[config.mk]
export PLATFORM = sky130hd
export DESIGN_NAME = port_drive_level_select
export DESIGN_NICKNAME = d
export VERILOG_FILES = /design/src/hdl/port_drive_level_select.v /design/src/hdl/drive_addr_decode.v /design/src/hdl/drive_field_split.v
export VERILOG_INCLUDE_DIRS = /design/src /design/src/pkg
export SDC_FILE = /design/constraint.sdc
export NUM_CORES = 1
export LEC_CHECK = 0
export BUFFER_PORTS_ARGS = -buffer_cell sky130_fd_sc_hd__buf_2
export CAP_MARGIN = 25
export CORE_ASPECT_RATIO = 1.2
export CORE_MARGIN = 2
export CORE_UTILIZATION = 46
export CTS_BUF_LIST = sky130_fd_sc_hd__clkbuf_8 sky130_fd_sc_hd__clkbuf_16
export CTS_CLUSTER_DIAMETER = 200
export DETAILED_ROUTE_END_ITERATION = 6
export HOLD_SLACK_MARGIN = 0.15
export PLACE_DENSITY_LB_ADDON = 0.15
export SLEW_MARGIN = 20
export SYNTH_ARGS = -nofsm -noshare
export SYNTH_HDL_FRONTEND = slang
export SYNTH_SLANG_ARGS = --single-unit
export TNS_END_PERCENT = 50
[constraint.sdc]
create_clock -name mclk -period 1.55 [get_ports mclk]
set_input_delay 0.2325 -clock mclk [delete_from_list [all_inputs] [get_ports mclk]]
set_output_delay 0.2325 -clock mclk [all_outputs]
set_load 0.01 [all_outputs]
[src/pkg/drive_level_defs.vh]
/*
 Register offsets, field positions and reset values for the port drive-level
 select bank. Assumes inclusion by the AHB-Lite register block and its helpers.
*/
`ifndef DRIVE_LEVEL_DEFS_VH
`define DRIVE_LEVEL_DEFS_VH

// ----------------------------------------
// Register byte offsets
// ----------------------------------------
`define OFS_DRIVE_AB 8'h00
`define OFS_DRIVE_CD 8'h04
`define OFS_DRIVE_EF 8'h08
`define OFS_DRIVE_GH 8'h0C
`define OFS_SUPPLY_SEL 8'h10

// ----------------------------------------
// Field positions and reset values
// ----------------------------------------
`define FLD_LO0 1
`define FLD_LO1 3
`define FLD_HI0 5
`define FLD_HI1 7
`define SUPPLY_FLD_MSB 1
`define DRIVE_RESET 8'h00
`define SUPPLY_RESET 2'h0
`define SUPPLY_MAIN 1'b0
`define SUPPLY_IO_PIN 1'b1

// ----------------------------------------
// AHB encodings
// ----------------------------------------
`define HTRANS_NONSEQ 2'h2
`define HTRANS_SEQ 2'h3
`define HRESP_OKAY 1'b0

`endif

[src/hdl/port_drive_level_select.v]
/*
 Port drive-level select bank: AHB-Lite slave holding the source-current
 level registers and the port E supply select. Assumes one AHB master, word
 transfers, and analogue pad drivers fed from the level outputs.
*/
`timescale 1ns/100ps
`default_nettype none
`include "drive_level_defs.vh"

module port_drive_level_select
#(
	parameter HAS_PORTS_G_H = 1
)
(
	input wire mclk,
	input wire arst_n,
	input wire hsel,
	input wire [31:0] haddr,
	input wire [1:0] htrans,
	input wire hwrite,
	input wire [2:0] hsize,
	input wire [31:0] hwdata,
	input wire hready,
	output reg [31:0] hrdata,
	output reg hreadyout,
	output reg hresp,
	output reg [1:0] port_a_lo_level,
	output reg [1:0] port_a_hi_level,
	output reg [1:0] port_b_lo_level,
	output reg [1:0] port_b_hi_level,
	output reg [1:0] port_c_lo_level,
	output reg [1:0] port_c_hi_level,
	output reg [1:0] port_d_lo_level,
	output reg [1:0] port_d_hi_level,
	output reg [1:0] port_e_lo_level,
	output reg [1:0] port_e_pin4_level,
	output reg [1:0] port_f_lo_level,
	output reg [1:0] port_f_hi_level,
	output reg [1:0] port_g_lo_level,
	output reg [1:0] port_g_hi_level,
	output reg [1:0] port_h_lo_level,
	output reg [1:0] port_h_hi_level,
	output reg port_e_from_io_supply
);

	// ----------------------------------------
	// Storage
	// ----------------------------------------
	reg [7:0] drive_level_ports_a_b;
	reg [7:0] drive_level_ports_c_d;
	reg [7:0] drive_level_ports_e_f;
	reg [7:0] drive_level_ports_g_h;
	reg [1:0] port_e_supply_select_field;

	reg wr_pend_r;
	reg [4:0] wr_sel_r;

	wire has_gh;
	wire [4:0] addr_sel;
	wire xfer;
	wire [1:0] ab0, ab1, ab2, ab3;
	wire [1:0] cd0, cd1, cd2, cd3;
	wire [1:0] ef0, ef1, ef2, ef3;
	wire [1:0] gh0, gh1, gh2, gh3;
	reg [31:0] rd_nxt;

	assign has_gh = (HAS_PORTS_G_H != 0);
	assign xfer = hsel && hready && (htrans == `HTRANS_NONSEQ || htrans == `HTRANS_SEQ);

	drive_addr_decode u_decode
	(
		.addr(haddr[7:0]),
		.has_gh(has_gh),
		.sel(addr_sel)
	);

	// ----------------------------------------
	// Read mux
	// ----------------------------------------
	always @*
	begin
		rd_nxt = 32'h0000_0000;
		case (addr_sel)
			5'h01: rd_nxt = {24'h00_0000, drive_level_ports_a_b};
			5'h02: rd_nxt = {24'h00_0000, drive_level_ports_c_d};
			5'h04: rd_nxt = {24'h00_0000, drive_level_ports_e_f};
			5'h08: rd_nxt = {24'h00_0000, drive_level_ports_g_h};
			5'h10: rd_nxt = {30'h0000_0000, port_e_supply_select_field};
			default: rd_nxt = 32'h0000_0000;
		endcase
	end

	// ----------------------------------------
	// AHB-Lite slave, zero wait states
	// ----------------------------------------
	// Unmapped and absent addresses read zero, ignore writes, answer OKAY
	always @(posedge mclk or negedge arst_n)
	begin
		if (!arst_n)
		begin
			wr_pend_r <= 1'b0;
			wr_sel_r <= 5'h00;
			hrdata <= 32'h0000_0000;
			hreadyout <= 1'b1;
			hresp <= `HRESP_OKAY;
		end
		else
		begin
			hreadyout <= 1'b1;
			hresp <= `HRESP_OKAY;
			wr_pend_r <= xfer && hwrite;
			wr_sel_r <= addr_sel;
			if (xfer && !hwrite)
				hrdata <= rd_nxt;
		end
	end

	// Write lands in the data phase, once hwdata is valid
	always @(posedge mclk or negedge arst_n)
	begin
		if (!arst_n)
		begin
			drive_level_ports_a_b <= `DRIVE_RESET;
			drive_level_ports_c_d <= `DRIVE_RESET;
			drive_level_ports_e_f <= `DRIVE_RESET;
			drive_level_ports_g_h <= `DRIVE_RESET;
			port_e_supply_select_field <= `SUPPLY_RESET;
		end
		else if (wr_pend_r)
		begin
			if (wr_sel_r[0])
				drive_level_ports_a_b <= hwdata[7:0];
			if (wr_sel_r[1])
				drive_level_ports_c_d <= hwdata[7:0];
			if (wr_sel_r[2])
				drive_level_ports_e_f <= hwdata[7:0];
			if (wr_sel_r[3])
				drive_level_ports_g_h <= hwdata[7:0];
			if (wr_sel_r[4])
				port_e_supply_select_field <= hwdata[1:0];
		end
	end

	// ----------------------------------------
	// Field split per register
	// ----------------------------------------
	drive_field_split u_ab
	(
		.value(drive_level_ports_a_b),
		.lo_grp0(ab0),
		.lo_grp1(ab1),
		.hi_grp0(ab2),
		.hi_grp1(ab3)
	);

	drive_field_split u_cd
	(
		.value(drive_level_ports_c_d),
		.lo_grp0(cd0),
		.lo_grp1(cd1),
		.hi_grp0(cd2),
		.hi_grp1(cd3)
	);

	drive_field_split u_ef
	(
		.value(drive_level_ports_e_f),
		.lo_grp0(ef0),
		.lo_grp1(ef1),
		.hi_grp0(ef2),
		.hi_grp1(ef3)
	);

	drive_field_split u_gh
	(
		.value(drive_level_ports_g_h),
		.lo_grp0(gh0),
		.lo_grp1(gh1),
		.hi_grp0(gh2),
		.hi_grp1(gh3)
	);

	// ----------------------------------------
	// Registered pad controls
	// ----------------------------------------
	// Pads see the new level one cycle after the register updates
	always @(posedge mclk or negedge arst_n)
	begin
		if (!arst_n)
		begin
			port_a_lo_level <= 2'h0;
			port_a_hi_level <= 2'h0;
			port_b_lo_level <= 2'h0;
			port_b_hi_level <= 2'h0;
			port_c_lo_level <= 2'h0;
			port_c_hi_level <= 2'h0;
			port_d_lo_level <= 2'h0;
			port_d_hi_level <= 2'h0;
			port_e_lo_level <= 2'h0;
			port_e_pin4_level <= 2'h0;
			port_f_lo_level <= 2'h0;
			port_f_hi_level <= 2'h0;
			port_g_lo_level <= 2'h0;
			port_g_hi_level <= 2'h0;
			port_h_lo_level <= 2'h0;
			port_h_hi_level <= 2'h0;
			port_e_from_io_supply <= `SUPPLY_MAIN;
		end
		else
		begin
			port_a_lo_level <= ab0;
			port_a_hi_level <= ab1;
			port_b_lo_level <= ab2;
			port_b_hi_level <= ab3;
			port_c_lo_level <= cd0;
			port_c_hi_level <= cd1;
			port_d_lo_level <= cd2;
			port_d_hi_level <= cd3;
			port_e_lo_level <= ef0;
			port_e_pin4_level <= ef1;
			port_f_lo_level <= ef2;
			port_f_hi_level <= ef3;
			port_g_lo_level <= gh0;
			port_g_hi_level <= gh1;
			port_h_lo_level <= gh2;
			port_h_hi_level <= gh3;
			// Only the upper bit matters; relies on software having set up the pin first
			port_e_from_io_supply <= port_e_supply_select_field[`SUPPLY_FLD_MSB];
		end
	end

endmodule
`default_nettype wire

[src/hdl/drive_addr_decode.v]
/*
 Address decoder for the drive-level bank: turns a byte address into a
 one-hot register select. Assumes word-aligned AHB addresses.
*/
`timescale 1ns/100ps
`default_nettype none
`include "drive_level_defs.vh"

module drive_addr_decode
(
	input wire [7:0] addr,
	input wire has_gh,
	output reg [4:0] sel
);

	always @*
	begin
		sel = 5'h00;
		case (addr)
			`OFS_DRIVE_AB: sel = 5'h01;
			`OFS_DRIVE_CD: sel = 5'h02;
			`OFS_DRIVE_EF: sel = 5'h04;
			`OFS_DRIVE_GH: sel = has_gh ? 5'h08 : 5'h00;
			`OFS_SUPPLY_SEL: sel = 5'h10;
			default: sel = 5'h00;
		endcase
	end

endmodule
`default_nettype wire

[src/hdl/drive_field_split.v]
/*
 Splits one eight-bit drive register into its four two-bit level codes.
 Assumes the register holds the codes low group first.
*/
`timescale 1ns/100ps
`default_nettype none
`include "drive_level_defs.vh"

module drive_field_split
(
	input wire [7:0] value,
	output wire [1:0] lo_grp0,
	output wire [1:0] lo_grp1,
	output wire [1:0] hi_grp0,
	output wire [1:0] hi_grp1
);

	// Code 00 weakest through 11 strongest, passed unchanged
	assign lo_grp0 = value[`FLD_LO0 -: 2];
	assign lo_grp1 = value[`FLD_LO1 -: 2];
	assign hi_grp0 = value[`FLD_HI0 -: 2];
	assign hi_grp1 = value[`FLD_HI1 -: 2];

endmodule
`default_nettype wire

==> tab_implementation.tex <==
\begin{tabular}{lr}
\hline
Metric & Value \\
\hline
\multicolumn{2}{l}{\textbf{GRT}} \\
\quad Total congestion overflow & 0 \\
\quad Pin count of the biggest net entering global routing & 82 \\
\quad Initial antenna violation count & 0 \\
\quad Wire length of the first global-routing pass & 9290 um \\
\quad GRT Resource Usage Total & 0.172 \\
\quad Vias in the first global route & 1826 \\
\multicolumn{2}{l}{\textbf{STA}} \\
\quad Unrepaired setup endpoints after global routing & false \\
\quad Final TNS setup & 0 ps \\
\quad Number of hold-slack violations in the final timing report & 0 \\
\quad Count of final max-slew check failures & 0 \\
\quad Min Clock Period, post-route & 1310 ps \\
\quad Final setup vio count & 0 \\
\quad Max Clk Rate & 0.764 GHz \\
\quad Share of the clock period used by the worst path after layout & 0.844 \\
\quad Final clock skew & 8.38 ps \\
\quad Final setup slack of the worst path & 241 ps \\
\multicolumn{2}{l}{\textbf{Place}} \\
\quad Placement-stage worst setup slack & 34.2 ps \\
\quad Detailed placement HPWL & 3950 um \\
\quad Placed Instances & 344 \\
\quad Post-placement cell area & 3470 sq um \\
\quad Number of input and output port buffers inserted & 62 \\
\quad Gp weighted congestion & 0.689 \\
\multicolumn{2}{l}{\textbf{Die}} \\
\quad Ports placed on the boundary & 141 \\
\quad Area of the placeable core & 6410 sq um \\
\quad Initial Utilization & 0.476 \\
\quad Std-Cell Rows & 32 \\
\quad Die height & 93.2 um \\
\quad Total die area & 7290 sq um \\
\quad Die X-Extent & 78.3 um \\
\multicolumn{2}{l}{\textbf{Drt}} \\
\quad Wire length per cell after detailed routing & 15.5 um \\
\quad Pre-antenna DRT Iters & 4 \\
\quad DRC violations left & 0 \\
\quad Number of vias per cell & 4.72 \\
\quad Routed Antenna Nets & 0 \\
\quad Vias & 1713 \\
\quad Number of DRC violations after detailed-routing iteration 0 & 87 \\
\quad Overall routed net length & 5640 um \\
\multicolumn{2}{l}{\textbf{Power}} \\
\quad Sw Share & 0.229 \\
\quad Internal power & 3.25 mW \\
\quad Reported leakage power & 1.78 nW \\
\quad Comb power frac & 0.074 \\
\quad Fraction of power consumed by sequential logic & 0.533 \\
\quad Maximum resistive drop on vdd & 0.000946 V \\
\quad Clock group share of total power & 0.393 \\
\quad Power spent charging and discharging nets & 965 uW \\
\quad Ratio of total power to cell area & 1130 nW/um\^{}2 \\
\multicolumn{2}{l}{\textbf{Yosys}} \\
\quad Proportion of netlist area held by the largest area contributor & 0.665 \\
\quad Cell types occupying the most area after synthesis & dfrtp\_1 67\%, mux2\_2 13\%, buf\_4 6.4\% \\
\quad Async SR Flop Fraction & 1.00 \\
\quad Synth Instances & 188 \\
\quad Register bit total from synthesis & 81 \\
\quad Post-Syn Area & 3050 sq um \\
\quad Most common cell in the netlist & dfrtp\_1 \\
\quad Average instance area after synthesis & 16.2 sq um \\
\quad Area leader, netlist & dfrtp\_1 \\
\quad Top cells by count, synth & 81 x dfrtp\_1, 36 x mux2\_2, 26 x buf\_4, 8 x a22o\_1 \\
\quad Number of synthesized flops with an enable pin & 0 \\
\quad Yosys Warn Count & 0 \\
\quad Post-synth top flop & dfrtp\_1 \\
\quad Sequential-to-total area share from yosys stat & 0.665 \\
\quad Number of library cell types mapped by synthesis & 20 \\
\multicolumn{2}{l}{\textbf{Setup path}} \\
\quad Setup Crit Path Kind & reg2reg \\
\quad Data required, critical path & 1780 ps \\
\quad Crit path arrival time & 1540 ps \\
\quad Startpoint type of the worst setup path & flip-flop \\
\quad Crit. End Element & flip-flop \\
\quad Top fanout value on the critical path & 3 \\
\multicolumn{2}{l}{\textbf{Clock network}} \\
\quad Number of clock buffers inserted by TritonCTS & 9 \\
\quad Clock-pin slew on the worst setup and hold paths & 80 ps \\
\quad CTS tree & done \\
\quad Post-CTS Setup Bufs & 0 \\
\quad Latest clock arrival within the worst-skew pair & 350 ps \\
\quad CTS resizes & 0 \\
\quad H-tree depth & 3 \\
\quad Count of clock tree sinks & 81 \\
\quad CTS Root Buffer Type & clkbuf\_8 \\
\quad Count of hold buffers inserted by post-cts repair & 3 \\
\quad Clock tree buffer depth & 2 \\
\multicolumn{2}{l}{\textbf{Cells and area}} \\
\quad Layout cells sized above 1 & 0.493 \\
\quad Total inserted antenna cells & 0 \\
\quad Relative area change from synthesis to final layout & 22.1\% \\
\quad Final Cell Area & 3720 sq um \\
\quad Final Non-Filler Cells & 363 \\
\quad Number of nets at the end of the flow & 347 \\
\quad Fillers & 539 \\
\multicolumn{2}{l}{\textbf{Hold path}} \\
\quad Worst min path class & in2reg \\
\multicolumn{2}{l}{\textbf{Job}} \\
\quad Max\_cap viols & 0 \\
\multicolumn{2}{l}{\textbf{Outcome}} \\
\quad Run status & complete, no violations \\
\hline
\end{tabular}
[per-layer routing]
layer / GRT usage / part of all wire
met5: 0 / 0
met4: 0.0746 / 0.015
met2: 0.274 / 0.50
met1: 0.223 / 0.43
met3: 0.0473 / 0.053
[logic make-up (layout without fill, tap and decap cells)]
logic type	count (synthesis)	after routing	synth area share
buf+inv	30	96	0.0690
other cells	2	26	0.00246
simple gates	21	21	0.0497
mux	44	44	0.184
flops	81	81	0.665
compound gates	10	10	0.0296
[state kept, by name (all words and copies together) (netlist names), 2 cells and up]
signal                      cells
port_g_lo_level                 2
port_b_hi_level                 2
port_h_lo_level                 2
hrdata                          8
wr_sel_r                        5
port_e_supply_select_field      2
drive_level_ports_c_d           8
port_c_hi_level                 2
port_f_hi_level                 2
drive_level_ports_a_b           8
port_f_lo_level                 2
drive_level_ports_e_f           8
drive_level_ports_g_h           8
port_e_lo_level                 2
port_b_lo_level                 2
port_e_pin4_level               2
port_a_lo_level                 2
port_g_hi_level                 2
port_d_lo_level                 2
port_a_hi_level                 2
port_h_hi_level                 2
port_d_hi_level                 2
port_c_lo_level                 2
[power by group through the flow]
stage / logic, mW / registers (mW) / clock network [mW]
2_1_floorplan: 0.176 / 2.30 / 0
3_3_place_gp: 0.310 / 2.29 / 0
3_5_place_dp: 0.314 / 2.29 / 0
4_1_cts: 0.320 / 2.25 / 1.70
5_1_grt: 0.349 / 2.26 / 1.79
6_report: 0.313 / 2.25 / 1.66
[worst max-delay path, cell delays in order (launching register included)]
cell     delay [ps]
dfrtp_1         400
mux2_2          270
a22o_1          220
a221o_1         310
[layout by cell type (no fill, tap or decap)]
cell,netlist,layout
dfrtp_1,81,81
buf_2,0,61
mux2_2,36,36
conb_1,2,26
buf_4,26,15
clkbuf_8,0,9
a22o_1,8,8
nand2_1,6,6
mux4_2,6,6
nor3_1,3,3
dlygate4sd3_1,0,3
nor3b_1,2,2
and4_1,2,2
mux2i_1,2,2
nor4bb_1,2,2
a221o_1,2,2
inv_6,0,2
bufinv_16,0,2
nor4_1,1,1
and3_2,1,1
nand4b_1,1,1
or4_4,1,1
nor4_4,1,1
nor2b_1,1,1
inv_1,0,1
clkinv_2,0,1
clkinvlp_4,0,1
buf_12,0,1
[stage by stage]
step	power, mW	utilization	hold WS (ps)
4_1_cts	4.27	0.580	153
3_5_place_dp	2.61	0.542	295
3_3_place_gp	2.60	0.542	290
6_report	4.22	0.580	161
5_1_grt	4.40	0.580	164
2_1_floorplan	2.48	-	-63.1
[path summary, 6_finish.rpt]
check | from | endpoint | slack (ps) | depth (start not counted)
hold reg to reg | drive_level_ports_c_d[1] | port_c_lo_level[1] | 400 | 0
setup / recovery | drive_level_ports_g_h[1] | hrdata[1] | 240 | 3
max in group asynchronous | arst_n | drive_level_ports_g_h[2] | 780 | 3
setup reg to reg | drive_level_ports_g_h[1] | hrdata[1] | 240 | 3
hold / removal | hwdata[3] | drive_level_ports_e_f[3] | 160 | 2
min in group asynchronous | arst_n | port_g_hi_level[1] | 420 | 3
[layout make-up]
cell class                 count  area, sq um  share of cell area
multi-input combinational    101          900               0.242
sequential                    81         2030               0.545
tap                           85          106              0.0286
clock buffer                   9          124              0.0333
clock inverter                 7         93.8              0.0252
timing repair buffer          80          468               0.126
Note: power is estimated with default switching activity, not from simulation.
